[src/pkg/ewd_pkg.sv]
/*
  Constants for the extension window decoder: register indices, field
  positions, reset values and decode slot timing.
  Assumes a 20 MHz bus clock and 32-bit Avalon-MM register access.
*/
package ewd_pkg;

  // Register indices; byte address on the bus is four times the index
  localparam logic [7:0] IDX_WIN0_LOWER_BOUND = 8'h44;
  localparam logic [7:0] IDX_WIN0_UPPER_BOUND = 8'h48;
  localparam logic [7:0] IDX_WIN1_LOWER_BOUND = 8'h4C;
  localparam logic [7:0] IDX_WIN1_UPPER_BOUND = 8'h50;
  localparam logic [7:0] IDX_WINDOW_DECODE_ENABLES = 8'h54;
  localparam logic [7:0] IDX_WINDOW_PRIMARY_EXCLUSION = 8'h55;
  localparam logic [7:0] IDX_DOWNSTREAM_SIDE_DECODE_SETUP = 8'h56;

  // Reset values
  localparam logic [31:0] RST_BOUND = 32'h0000_0000;
  localparam logic [7:0] RST_ENABLES = 8'h00;
  localparam logic [7:0] RST_EXCLUSION = 8'h00;
  localparam logic [7:0] RST_DECODE_SETUP = 8'h06;

  // Writable bit masks of the byte-wide controls and the lower bounds
  localparam logic [7:0] MASK_ENABLES = 8'h03;
  localparam logic [7:0] MASK_EXCLUSION = 8'h03;
  localparam logic [7:0] MASK_DECODE_SETUP = 8'h07;
  localparam logic [31:0] MASK_LOWER_BOUND = 32'hFFFF_FFFC;

  // Field positions
  localparam int TYPE_IO_BIT = 1;
  localparam int TYPE_PREFETCH_BIT = 0;
  localparam int SETUP_SUBTRACTIVE_BIT = 0;
  localparam int SETUP_NEGATIVE_BIT = 1;
  localparam int SETUP_SLOW_BIT = 2;

  // Granularity: memory ignores bits 11..0, I/O works on doublewords
  localparam int MEM_GRAIN_BITS = 12;
  localparam int IO_GRAIN_BITS = 2;

  // Claim slots, in clocks after the frame signal first asserts
  localparam int POSITIVE_SLOT = 1;
  localparam int NORMAL_SUB_SLOT = 3;
  localparam int SLOW_SUB_SLOT = 4;

  typedef enum logic [1:0] {
    SEC_IDLE,
    SEC_WAIT,
    SEC_CLAIM,
    SEC_DONE
  } sec_state_type;

endpackage

[src/core/ewd_core.sv]
/*
  Extension window decoder of a two-bus bridge: two programmable windows,
  primary positive decode, secondary negative / positive / subtractive
  forwarding, and an Avalon-MM register slave.
  Assumes both bus interfaces are synchronous to clock_i (no resync
  needed) and that the bus address is a byte address.
*/
module ewd_core (
  input wire logic clock_i,
  input wire logic sys_rst_i,
  // Avalon-MM slave
  input wire logic [9:0] avs_address_i,
  input wire logic avs_read_i,
  input wire logic avs_write_i,
  input wire logic [31:0] avs_writedata_i,
  input wire logic [3:0] avs_byteenable_i,
  output logic [31:0] avs_readdata_o,
  output logic avs_waitrequest_o,
  // Primary bus address phase
  input wire logic pri_addr_valid_i,
  input wire logic [31:0] pri_addr_i,
  input wire logic pri_is_io_i,
  output logic pri_claim_o,
  output logic pri_claim_prefetch_o,
  // Secondary bus
  input wire logic sec_frame_n_i,
  input wire logic [31:0] sec_addr_i,
  input wire logic sec_is_io_i,
  input wire logic sec_devsel_n_i,
  output logic sec_forward_o,
  output logic sec_subtractive_o
);

  ////////////////////////////////////////////////////////////////////////
  // Window arithmetic

  function automatic logic [31:0] eff_lower(input logic [31:0] lower,
                                            input logic [31:0] upper);
    logic [31:0] r;
    r = lower & ewd_pkg::MASK_LOWER_BOUND;
    if (!upper[ewd_pkg::TYPE_IO_BIT]) begin
      r[ewd_pkg::MEM_GRAIN_BITS-1:0] = '0;
    end
    return r;
  endfunction

  function automatic logic [31:0] eff_upper(input logic [31:0] upper);
    logic [31:0] r;
    r = upper;
    if (upper[ewd_pkg::TYPE_IO_BIT]) begin
      r[ewd_pkg::IO_GRAIN_BITS-1:0] = '1;
    end else begin
      r[ewd_pkg::MEM_GRAIN_BITS-1:0] = '1;
    end
    return r;
  endfunction

  // Address space must agree with window type; the type bits of the
  // upper bound never narrow the range themselves.
  function automatic logic win_hit(input logic [31:0] lower,
                                   input logic [31:0] upper,
                                   input logic [31:0] addr,
                                   input logic is_io);
    logic type_ok;
    type_ok = (upper[ewd_pkg::TYPE_IO_BIT] == is_io);
    return type_ok && (addr >= eff_lower(lower, upper))
                   && (addr <= eff_upper(upper));
  endfunction

  function automatic logic [31:0] merge_bytes(input logic [31:0] old,
                                              input logic [31:0] nw,
                                              input logic [3:0] be);
    logic [31:0] r;
    r = old;
    for (int i = 0; i < 4; i++) begin
      if (be[i]) begin
        r[i*8 +: 8] = nw[i*8 +: 8];
      end
    end
    return r;
  endfunction

  ////////////////////////////////////////////////////////////////////////
  // Register file

  logic [31:0] lower0_r;
  logic [31:0] upper0_r;
  logic [31:0] lower1_r;
  logic [31:0] upper1_r;
  logic [7:0] enables_r;
  logic [7:0] exclusion_r;
  logic [7:0] setup_r;
  logic ack_r;
  logic [31:0] readdata_r;
  logic [7:0] reg_idx;
  logic word_aligned;
  logic req;

  assign reg_idx = avs_address_i[9:2];
  assign word_aligned = (avs_address_i[1:0] == 2'b00);
  assign req = avs_read_i || avs_write_i;
  // One wait cycle, then the answer at the edge where waitrequest is low.
  // A fixed single wait keeps the window compare off the bus path; a
  // request still held after its answer simply starts a new access.
  assign avs_waitrequest_o = req && !ack_r;
  assign avs_readdata_o = readdata_r;

  always_ff @(posedge clock_i) begin
    if (sys_rst_i) begin
      ack_r <= 1'b0;
    end else begin
      ack_r <= req && !ack_r;
    end
  end

  logic wr_take;
  assign wr_take = avs_write_i && ack_r && word_aligned;

  always_ff @(posedge clock_i) begin
    if (sys_rst_i) begin
      lower0_r <= ewd_pkg::RST_BOUND;
      lower1_r <= ewd_pkg::RST_BOUND;
    end else if (wr_take) begin
      if (reg_idx == ewd_pkg::IDX_WIN0_LOWER_BOUND) begin
        lower0_r <= merge_bytes(lower0_r, avs_writedata_i, avs_byteenable_i)
                    & ewd_pkg::MASK_LOWER_BOUND;
      end
      if (reg_idx == ewd_pkg::IDX_WIN1_LOWER_BOUND) begin
        lower1_r <= merge_bytes(lower1_r, avs_writedata_i, avs_byteenable_i)
                    & ewd_pkg::MASK_LOWER_BOUND;
      end
    end
  end

  always_ff @(posedge clock_i) begin
    if (sys_rst_i) begin
      upper0_r <= ewd_pkg::RST_BOUND;
      upper1_r <= ewd_pkg::RST_BOUND;
    end else if (wr_take) begin
      if (reg_idx == ewd_pkg::IDX_WIN0_UPPER_BOUND) begin
        upper0_r <= merge_bytes(upper0_r, avs_writedata_i, avs_byteenable_i);
      end
      if (reg_idx == ewd_pkg::IDX_WIN1_UPPER_BOUND) begin
        upper1_r <= merge_bytes(upper1_r, avs_writedata_i, avs_byteenable_i);
      end
    end
  end

  // Byte-wide controls live in lane 0 only
  always_ff @(posedge clock_i) begin
    if (sys_rst_i) begin
      enables_r <= ewd_pkg::RST_ENABLES;
      exclusion_r <= ewd_pkg::RST_EXCLUSION;
      setup_r <= ewd_pkg::RST_DECODE_SETUP;
    end else if (wr_take && avs_byteenable_i[0]) begin
      case (reg_idx)
        ewd_pkg::IDX_WINDOW_DECODE_ENABLES: begin
          enables_r <= avs_writedata_i[7:0] & ewd_pkg::MASK_ENABLES;
        end
        ewd_pkg::IDX_WINDOW_PRIMARY_EXCLUSION: begin
          exclusion_r <= avs_writedata_i[7:0] & ewd_pkg::MASK_EXCLUSION;
        end
        ewd_pkg::IDX_DOWNSTREAM_SIDE_DECODE_SETUP: begin
          setup_r <= avs_writedata_i[7:0] & ewd_pkg::MASK_DECODE_SETUP;
        end
        default: begin
        end
      endcase
    end
  end

  // Unmapped or misaligned reads return zero
  always_ff @(posedge clock_i) begin
    if (sys_rst_i) begin
      readdata_r <= 32'h0000_0000;
    end else if (avs_read_i && !ack_r) begin
      readdata_r <= 32'h0000_0000;
      if (word_aligned) begin
        case (reg_idx)
          ewd_pkg::IDX_WIN0_LOWER_BOUND: readdata_r <= lower0_r;
          ewd_pkg::IDX_WIN0_UPPER_BOUND: readdata_r <= upper0_r;
          ewd_pkg::IDX_WIN1_LOWER_BOUND: readdata_r <= lower1_r;
          ewd_pkg::IDX_WIN1_UPPER_BOUND: readdata_r <= upper1_r;
          ewd_pkg::IDX_WINDOW_DECODE_ENABLES: readdata_r <= {24'h000000, enables_r};
          ewd_pkg::IDX_WINDOW_PRIMARY_EXCLUSION: readdata_r <= {24'h000000, exclusion_r};
          ewd_pkg::IDX_DOWNSTREAM_SIDE_DECODE_SETUP: readdata_r <= {24'h000000, setup_r};
          default: readdata_r <= 32'h0000_0000;
        endcase
      end
    end
  end

  ////////////////////////////////////////////////////////////////////////
  // Primary decode

  logic [1:0] pri_match;
  logic [1:0] pri_incl;
  logic pri_pf;

  assign pri_match[0] = enables_r[0]
                        && win_hit(lower0_r, upper0_r, pri_addr_i, pri_is_io_i);
  assign pri_match[1] = enables_r[1]
                        && win_hit(lower1_r, upper1_r, pri_addr_i, pri_is_io_i);
  assign pri_incl = pri_match & ~exclusion_r[1:0];
  assign pri_pf = (pri_incl[0] && upper0_r[ewd_pkg::TYPE_PREFETCH_BIT])
                  || (pri_incl[1] && upper1_r[ewd_pkg::TYPE_PREFETCH_BIT]);

  // Claim one clock after the address phase; a disabled or excluded
  // window never claims, whatever its range
  always_ff @(posedge clock_i) begin
    if (sys_rst_i) begin
      pri_claim_o <= 1'b0;
      pri_claim_prefetch_o <= 1'b0;
    end else begin
      pri_claim_o <= pri_addr_valid_i && (|pri_incl);
      pri_claim_prefetch_o <= pri_addr_valid_i && pri_pf;
    end
  end

  ////////////////////////////////////////////////////////////////////////
  // Secondary decode

  logic [1:0] sec_match;
  logic sec_down_hit;
  logic sec_excl_hit;
  logic sec_start;
  logic frame_n_prev_r;

  // Only enabled windows take part on this side
  assign sec_match[0] = enables_r[0]
                        && win_hit(lower0_r, upper0_r, sec_addr_i, sec_is_io_i);
  assign sec_match[1] = enables_r[1]
                        && win_hit(lower1_r, upper1_r, sec_addr_i, sec_is_io_i);
  assign sec_down_hit = |(sec_match & ~exclusion_r[1:0]);
  assign sec_excl_hit = |(sec_match & exclusion_r[1:0]);
  assign sec_start = frame_n_prev_r && !sec_frame_n_i;

  always_ff @(posedge clock_i) begin
    if (sys_rst_i) begin
      frame_n_prev_r <= 1'b1;
    end else begin
      frame_n_prev_r <= sec_frame_n_i;
    end
  end

  // Claim priority: negative decode, then positive decode of excluded
  // windows, then subtractive. A devsel seen in any wait cycle cancels
  // the subtractive claim, since a slow device has taken the cycle.
  // Only one transaction is tracked; a new frame waits for frame high.
  ewd_pkg::sec_state_type sec_state_r;
  logic [2:0] slot_cnt_r;
  logic [2:0] sub_slot_r;
  logic taken_r;

  always_ff @(posedge clock_i) begin
    if (sys_rst_i) begin
      sec_state_r <= ewd_pkg::SEC_IDLE;
      slot_cnt_r <= 3'h0;
      sub_slot_r <= 3'h0;
      sec_forward_o <= 1'b0;
      sec_subtractive_o <= 1'b0;
      taken_r <= 1'b0;
    end else begin
      case (sec_state_r)
        ewd_pkg::SEC_IDLE: begin
          sec_forward_o <= 1'b0;
          sec_subtractive_o <= 1'b0;
          taken_r <= 1'b0;
          slot_cnt_r <= 3'h1;
          if (sec_start) begin
            if (setup_r[ewd_pkg::SETUP_NEGATIVE_BIT]) begin
              if (!sec_down_hit) begin
                sec_forward_o <= 1'b1;
                sec_state_r <= ewd_pkg::SEC_CLAIM;
              end else begin
                sec_state_r <= ewd_pkg::SEC_DONE;
              end
            end else if (sec_excl_hit) begin
              sec_forward_o <= 1'b1;
              sec_state_r <= ewd_pkg::SEC_CLAIM;
            end else if (setup_r[ewd_pkg::SETUP_SUBTRACTIVE_BIT] && !sec_down_hit) begin
              // Slow slot only when both enable and speed bits are set
              sub_slot_r <= setup_r[ewd_pkg::SETUP_SLOW_BIT]
                            ? 3'(ewd_pkg::SLOW_SUB_SLOT)
                            : 3'(ewd_pkg::NORMAL_SUB_SLOT);
              sec_state_r <= ewd_pkg::SEC_WAIT;
            end else begin
              sec_state_r <= ewd_pkg::SEC_DONE;
            end
          end
        end
        ewd_pkg::SEC_WAIT: begin
          slot_cnt_r <= slot_cnt_r + 3'h1;
          if (!sec_devsel_n_i) begin
            taken_r <= 1'b1;
          end
          if (!sec_devsel_n_i || taken_r) begin
            sec_state_r <= ewd_pkg::SEC_DONE;
          end else if (slot_cnt_r == sub_slot_r - 3'h1) begin
            sec_forward_o <= 1'b1;
            sec_subtractive_o <= 1'b1;
            sec_state_r <= ewd_pkg::SEC_CLAIM;
          end
        end
        ewd_pkg::SEC_CLAIM: begin
          // Held until the initiator lets go of the frame
          if (sec_frame_n_i) begin
            sec_forward_o <= 1'b0;
            sec_subtractive_o <= 1'b0;
            sec_state_r <= ewd_pkg::SEC_IDLE;
          end
        end
        ewd_pkg::SEC_DONE: begin
          if (sec_frame_n_i) begin
            sec_state_r <= ewd_pkg::SEC_IDLE;
          end
        end
        default: begin
          sec_state_r <= ewd_pkg::SEC_IDLE;
        end
      endcase
    end
  end

endmodule // ewd_core

[config.mk]
export PLATFORM = sky130hd
export DESIGN_NAME = ewd_core
export DESIGN_NICKNAME = d
export VERILOG_FILES = /design/src/pkg/ewd_pkg.sv /design/src/core/ewd_core.sv
export SDC_FILE = /design/constraint.sdc
export NUM_CORES = 1
export LEC_CHECK = 0
export BUFFER_PORTS_ARGS = -buffer_cell sky130_fd_sc_hd__buf_4
export CAP_MARGIN = 20
export CORE_ASPECT_RATIO = 1.25
export CORE_MARGIN = 2
export CORE_UTILIZATION = 30
export CTS_CLUSTER_DIAMETER = 80
export DETAILED_ROUTE_END_ITERATION = 10
export GPL_ROUTABILITY_DRIVEN = 0
export SLEW_MARGIN = 20
export SYNTH_ARGS = -nofsm -noshare
export SYNTH_HDL_FRONTEND = slang
export SYNTH_SLANG_ARGS = --single-unit
[constraint.sdc]
create_clock -name clock_i -period 3.2 [get_ports clock_i]
set_input_delay 0.64 -clock clock_i [delete_from_list [all_inputs] [get_ports clock_i]]
set_output_delay 0.64 -clock clock_i [all_outputs]
set_load 0.01 [all_outputs]
# Word-level counts from Yosys, hierarchy flattened

Index checks and enable logic that the tools add are counted.

Register bits: 178
Output and inout bits: 37
Word-level logic and storage cells: 157

Multiplexer cells: 28
Magnitude comparators: 8
Reduce and logical (&&, ||, !) cells: 61
Bitwise gates (word level): 6
$add $sub $neg: 2
Equal/unequal tests: 22

Operators with widths:

| kind                                                                   | number |
|---|---|
| 32-bit case mux with 7 select lines                                    | 1 |
| 32-bit >= comparator                                                   | 4 |
| 32-bit less-or-equal comparator                                        | 4 |
| 8-bit by 7-bit equality test with 1-bit output (second input constant) | 7 |
| 3-bit AND reduction                                                    | 17 |
| 32-bit two-way mux                                                     | 1 |
| 12-bit two-way mux                                                     | 2 |
| 1-bit logical AND                                                      | 23 |
| 10-bit two-way mux                                                     | 2 |
| 2-bit two-way mux                                                      | 7 |
| 2-bit inequality test (second input constant)                          | 5 |
| 1-bit two-way mux                                                      | 9 |
| 2-bit AND reduction                                                    | 4 |
| 2-bit OR reduction                                                     | 4 |
| 2-bit bitwise AND                                                      | 3 |
| 1-bit case mux with 3 select lines                                     | 2 |
| 2-bit case mux with 3 select lines                                     | 1 |
| 3-bit case mux with 2 select lines                                     | 1 |
| 5-bit AND reduction                                                    | 1 |
| 1-bit equality test                                                    | 4 |
| 2-bit equality test (second input constant)                            | 2 |
| 1-bit zero test                                                        | 4 |
| 2-bit zero test                                                        | 2 |
| 4-bit AND reduction                                                    | 1 |
| other kinds (13)                                                       | 16 |

# Logic depth before layout (Yosys ltp)

Word-level depth: 14
Depth in mapped cells: 12

# Worst setup path after synthesis

No wires, ideal clock.

Path type: reg2reg
Start point: register upper0_r[1]
End point: register sec_state_r[0]
Setup time: 95 ps
Setup slack: 359 ps
Path buffers: 2
Clock period less this slack: 2841 ps
Stages on the path, launching flop included: 13
Data arrival time: 2746 ps
Cells stage by stage: dfxtp_1 clkbuf_1 clkbuf_1 and2_1 ha_1 nor4bb_1 o311ai_0 a211oi_1 or3_1 a21oi_1 a2111o_1 o2111ai_1 a221oi_1

Cells in the longest elaborated chain, start to end: 11
Elaborated cells between the ends (all ways): 17
Those cells by class: order compare (2); eq/ne (1); mux (7); bitwise (2); reduce/logical (5)

Ends and longest elaborated chain:

| element                                                       | RTL line                         | RTL |
|---|---|---|
| start: declaration                                            | ewd_core.sv:87                   | `logic [31:0] upper0_r;` |
| start signal: assignment                                      | ewd_core.sv:137                  | `upper0_r <= ewd_pkg::RST_BOUND;` |
| start signal: assignment                                      | ewd_core.sv:141                  | `upper0_r <= merge_bytes(upper0_r, avs_writedata_i, avs_byteenable_i);` |
| 12-bit two-way mux                                            | ewd_core.sv:41                   | `if (!upper[ewd_pkg::TYPE_IO_BIT]) begin` |
| 32-bit >= comparator                                          | ewd_core.sv:66                   | `return type_ok && (addr >= eff_lower(lower, upper))` |
| 1-bit logical AND                                             | ewd_core.sv:66                   |  |
| 1-bit logical AND *                                           | ewd_core.sv:67                   | `&& (addr <= eff_upper(upper));` |
| 1-bit logical AND *                                           | ewd_core.sv:231                  | `&& win_hit(lower0_r, upper0_r, sec_addr_i, sec_is_io_i);` |
| 2-bit bitwise AND, on equally long branches                   | ewd_core.sv:235, ewd_core.sv:234 |  |
| 2-bit OR reduction, on equally long branches                  | ewd_core.sv:235, ewd_core.sv:234 |  |
| 2-bit two-way mux / 1-bit two-way mux (equally long branches) | ewd_core.sv:278, ewd_core.sv:272 |  |
| 2-bit two-way mux *                                           | ewd_core.sv:271                  | `if (setup_r[ewd_pkg::SETUP_NEGATIVE_BIT]) begin` |
| 2-bit two-way mux *                                           | ewd_core.sv:270                  | `if (sec_start) begin` |
| 2-bit case mux with 3 select lines *                          | ewd_core.sv:264                  | `case (sec_state_r)` |
| end signal: assignment                                        | ewd_core.sv:274                  | `sec_state_r <= ewd_pkg::SEC_CLAIM;` |
| end signal: assignment                                        | ewd_core.sv:276                  | `sec_state_r <= ewd_pkg::SEC_DONE;` |
| end signal: assignment                                        | ewd_core.sv:280                  | `sec_state_r <= ewd_pkg::SEC_CLAIM;` |
| end: declaration                                              | ewd_core.sv:250                  | `ewd_pkg::sec_state_type sec_state_r;` |

Mark *: on every way between the ends. The rest lies on a longest branch, timed or not. The select of a mux whose other input is x is not followed.
A chain may end at the register's enable or synchronous reset.

# Worst setup path after layout

Start point: register upper1_r[1]
End point: register pri_claim_o

Cells in the longest elaborated chain, start to end: 8
Elaborated cells between the ends (all ways): 11
Those cells by class: order compare (2); eq/ne (1); mux (2); bitwise (1); reduce/logical (5)

Ends and longest elaborated chain:

| element                  | RTL line        | RTL |
|---|---|---|
| start: declaration       | ewd_core.sv:89  | `logic [31:0] upper1_r;` |
| start signal: assignment | ewd_core.sv:138 | `upper1_r <= ewd_pkg::RST_BOUND;` |
| start signal: assignment | ewd_core.sv:144 | `upper1_r <= merge_bytes(upper1_r, avs_writedata_i, avs_byteenable_i);` |
| 12-bit two-way mux       | ewd_core.sv:41  |  |
| 32-bit >= comparator     | ewd_core.sv:66  |  |
| 1-bit logical AND        | ewd_core.sv:66  |  |
| 1-bit logical AND *      | ewd_core.sv:67  |  |
| 1-bit logical AND *      | ewd_core.sv:203 | `&& win_hit(lower1_r, upper1_r, pri_addr_i, pri_is_io_i);` |
| 2-bit bitwise AND *      | ewd_core.sv:204 | `assign pri_incl = pri_match & ~exclusion_r[1:0];` |
| 2-bit OR reduction *     | ewd_core.sv:215 | `pri_claim_o <= pri_addr_valid_i && (\|pri_incl);` |
| 1-bit logical AND *      | ewd_core.sv:215 |  |
| end signal: assignment   | ewd_core.sv:215 |  |
| end: declaration         | ewd_core.sv:23  | `output logic pri_claim_o,` |

Mark *: on every way between the ends. The rest lies on a longest branch, timed or not.

==> qor.csv <==
metric;value;unit
status;finished, final reports clean;
sequential fraction of the synthesis area;26.9;%
P per Cell Area;343;nW/µm²
core region area;43300;µm²
top flip-flop cell by instance count after synthesis;sky130_fd_sc_hd__dfxtp_1;
internal power of the cells;3730;µW
number of flops mapped to enable cells by yosys;0;
Switching Fraction;30.9;%
mux share of post-synthesis cell area;10.3;%
Worst setup startpoint;upper1_r[1];
starting density of the core;30.5;%
routed wire length;47400;µm
CTS HTree Levels;4;
Critical Path Fanout Max;16;
DRT antenna net count;0;
complex-gate fraction of the synthesized area;15.8;%
area share of and/or/nand/nor cells after synthesis;19.0;%
synthesized net count;1891;
WS Path Type;reg2reg;
fraction of registers with async set/reset;0;%
via count normalized by instance count;5.40;
setup repair after global routing missed its margin;no;
combinational family with the most area after synthesis;adder cells;
Register-to-Register Path Depth;12;
Worst Tran Pin Value;0.673;ns
Reg power frac;41.8;%
hold_sp;sec_frame_n_i;
static leakage power;0.00623;µW
mean routed wirelength per cell;21.0;µm
pin count of the biggest net entering global routing;77;
antenna cell count;0;
maximum number of buffers from clock root to sink;2;
cell area after synthesis;13200;µm²
hold-fix buffers at CTS;0;
clock latency on the worst-skew pair;0.46;ns
clock-pin slew of the registers on the worst-case setup and hold paths;0.08;ns
share of the synthesized netlist area taken by xor and xnor gates;0.664;%
share of post-route cells with drive strength above 1;14.3;%
TritonCTS clock tree;done;
signal arrival time at the worst endpoint;3.37;ns
net switching power figure;1670;µW
adder-cell area share of the yosys netlist;22.9;%
DRT Pass-1 Iters;6;
part of the power in the clock network;41.1;%
Yosys top cell by area;sky130_fd_sc_hd__dfxtp_1;
count of cell types in the netlist;65;
warning count from the yosys run;0;
cell area after layout;15700;µm²
hold path cells;3;
proportion of power drawn by combinational gates;17.2;%
Placement Cell Area;15100;µm²
number of design-rule violations left by the first detailed-router iteration;893;
number of cells produced by synthesis;1531;
total of max-cap violations;0;
type of destination of the critical path;register;
Final Max Slew Viols;0;
Relative slew margins;54.5;%
via count of the first global-routing pass;12100;
wire length of the first global-routing pass;70900;µm
Max IR drop VDD;384;µV
Die Area;45700;µm²
total negative slack;0;ns
Critical Path, Cell by Cell;buf_4, nand2_1, ha_1, a21oi_1, nor2b_1, o21ai_0, a21oi_1, o31ai_1, a41oi_1, o41ai_1, buf_4, o22ai_1;
final period demand of the worst path;3.02;ns
Yosys top cell area share;26.9;%
PortBufs;155;
clock root buffer master;sky130_fd_sc_hd__clkbuf_16;
die span in y;238;µm
max incr delay on CP;0.42;ns
placement row count;85;
DP Wirelength;37500;µm
overall fraction of global-route tracks in use;20.7;%
layout overhead on the synthesized area;19.3;%
dominant cells by area after synthesis;sky130_fd_sc_hd__dfxtp_1, sky130_fd_sc_hd__ha_1, sky130_fd_sc_hd__mux2i_1;
Final period util;94.3;%
Num Clock Sinks;177;
per-instance average area after synthesis;8.62;µm²
Fin. Hold Viols;0;
global route overflow;0;
Seq cells post-synth;177;
number of antenna violations at the first check in global routing;0;
clock buffer count from CTS;17;
highest achievable clock rate;0.331;GHz
Crit-path slowest cell;sky130_fd_sc_hd__o31ai_1;
CP required;3.55;ns
setup violators final;0;
startpoint of the worst register-to-register path;upper1_r[1];
total I/O pin count;156;
final clock skew;0.0118;ns
overall die width;192;µm
startpoint types;register;
nets;2039;
via count;12200;
number of DRC violations after detailed routing;0;
path class of the lowest-slack min-delay path;in2reg;
synthesized netlist by cell type (11+ instances only):
library cell               instances
sky130_fd_sc_hd__a211oi_1         11
sky130_fd_sc_hd__a21o_1           35
sky130_fd_sc_hd__a21oi_1         131
sky130_fd_sc_hd__a222oi_1         31
sky130_fd_sc_hd__clkbuf_1         40
sky130_fd_sc_hd__dfxtp_1         177
sky130_fd_sc_hd__ha_1            241
sky130_fd_sc_hd__inv_1            99
sky130_fd_sc_hd__mux2i_1         136
sky130_fd_sc_hd__nand2_1         106
sky130_fd_sc_hd__nand3_1          16
sky130_fd_sc_hd__nand4_1          42
sky130_fd_sc_hd__nor2_1          215
sky130_fd_sc_hd__nor2_8           11
sky130_fd_sc_hd__nor2b_1          32
sky130_fd_sc_hd__nor3_1           14
sky130_fd_sc_hd__o21ai_0          41
per-layer routing:
metal  up-vias  GRT usage [%]  part of all wire (%)
met4         0           10.1                   4.6
met2       392           36.6                    50
met5         -              0                     0
li1       5871              -                     -
met3       100           2.91                   4.7
met1      5829           24.3                    41
per-stage QoR:
stage / hold WS [ns] / worst slack (ns) / power [µW] / cells / util (%)
after floorplan: 0.440 / 0.359 / 2800 / 1531 / -
after global placement: 0.456 / 0.121 / 3190 / 2225 / 34.9
after detailed placement: 0.461 / 0.0405 / 3220 / 2225 / 34.9
after CTS: 0.403 / 0.0192 / 5430 / 2257 / 36.3
after global routing: 0.440 / 0.00925 / 5620 / 2257 / 36.3
final: 0.417 / 0.183 / 5400 / 2257 / 36.3
power by group through the flow:
stage | clock network [µW] | logic, µW | registers, µW
after floorplan | 0 | 498 | 2300
after global placement | 0 | 883 | 2310
after detailed placement | 0 | 908 | 2310
after CTS | 2260 | 913 | 2260
after global routing | 2340 | 1030 | 2260
final | 2220 | 926 | 2260
repair_timing:
action | CTS | global route
setup endpoints to repair | 0 | 7
gates resized for setup | 0 | 4
setup buffers | 0 | 0
layout make-up:
type,instances,area (µm²)
multi-input combinational,1203,9070
clock inverter,15,190
sequential,177,3550
clock buffer,17,425
timing repair buffer,181,1420
inverter,99,372
fill,4455,27600
tap,565,707
cell families after synthesis:
| family | count (synthesis) |
|---|---|
| AND/OR/NAND/NOR | 497 |
| buffers and inverters | 151 |
| XOR/XNOR | 10 |
| multiplexers | 136 |
| AO/OA/AOI/OAI | 319 |
| flip-flops | 177 |
| adder cells (fa/ha/maj) | 241 |
layout by cell type, fill, tap and decap left out, types with 4 or more instances in the layout:
master and count:
sky130_fd_sc_hd__and4_1 9, sky130_fd_sc_hd__buf_4 176, sky130_fd_sc_hd__a221oi_1 9, sky130_fd_sc_hd__mux2i_1 136, sky130_fd_sc_hd__dfxtp_1 176, sky130_fd_sc_hd__a211oi_1 11, sky130_fd_sc_hd__nor2_8 11, sky130_fd_sc_hd__xnor2_1 8
sky130_fd_sc_hd__and2_1 4, sky130_fd_sc_hd__nor2_2 5, sky130_fd_sc_hd__nor3_1 13, sky130_fd_sc_hd__o31ai_1 5, sky130_fd_sc_hd__nor3b_1 5, sky130_fd_sc_hd__a21o_1 35, sky130_fd_sc_hd__o21a_1 7, sky130_fd_sc_hd__nor2_1 214
sky130_fd_sc_hd__nand2b_1 9, sky130_fd_sc_hd__clkbuf_16 17, sky130_fd_sc_hd__or3_1 5, sky130_fd_sc_hd__buf_12 5, sky130_fd_sc_hd__a21oi_1 131, sky130_fd_sc_hd__nand2_1 106, sky130_fd_sc_hd__a222oi_1 31, sky130_fd_sc_hd__inv_1 99
sky130_fd_sc_hd__clkinv_8 4, sky130_fd_sc_hd__o21ai_0 41, sky130_fd_sc_hd__o211ai_1 9, sky130_fd_sc_hd__nor2b_1 32, sky130_fd_sc_hd__nand4_1 42, sky130_fd_sc_hd__ha_1 241, sky130_fd_sc_hd__nand3_1 16, sky130_fd_sc_hd__a31oi_1 7
sky130_fd_sc_hd__a221o_1 4, sky130_fd_sc_hd__inv_8 4
worst max-delay path: cells and delay by family, from the launching register on:
family	cells	cell delay, ns
adders and majority gates	1	0.31
DFF	1	0.41
and+or+nand+nor	2	0.18
buffers and inverters	2	0.42
AOI/OAI and AO/OA	7	1.58
flip-flops by register name (all words and copies together) (netlist names), 2 cells and up:
| signal | cells |
|---|---|
| setup_r | 3 |
| sec_state_r | 2 |
| sub_slot_r | 2 |
| avs_readdata_o | 32 |
| lower1_r | 30 |
| slot_cnt_r | 3 |
| enables_r | 2 |
| upper1_r | 32 |
| lower0_r | 30 |
| upper0_r | 32 |
| exclusion_r | 2 |
worst paths after layout:
kind                    endpoint  slack (ns)
setup / recovery     pri_claim_o        0.18
setup reg to reg     pri_claim_o        0.18
hold / removal    frame_n_prev_r        0.42
hold reg to reg            ack_r        0.47
Note: power is estimated with default switching activity, not from simulation.
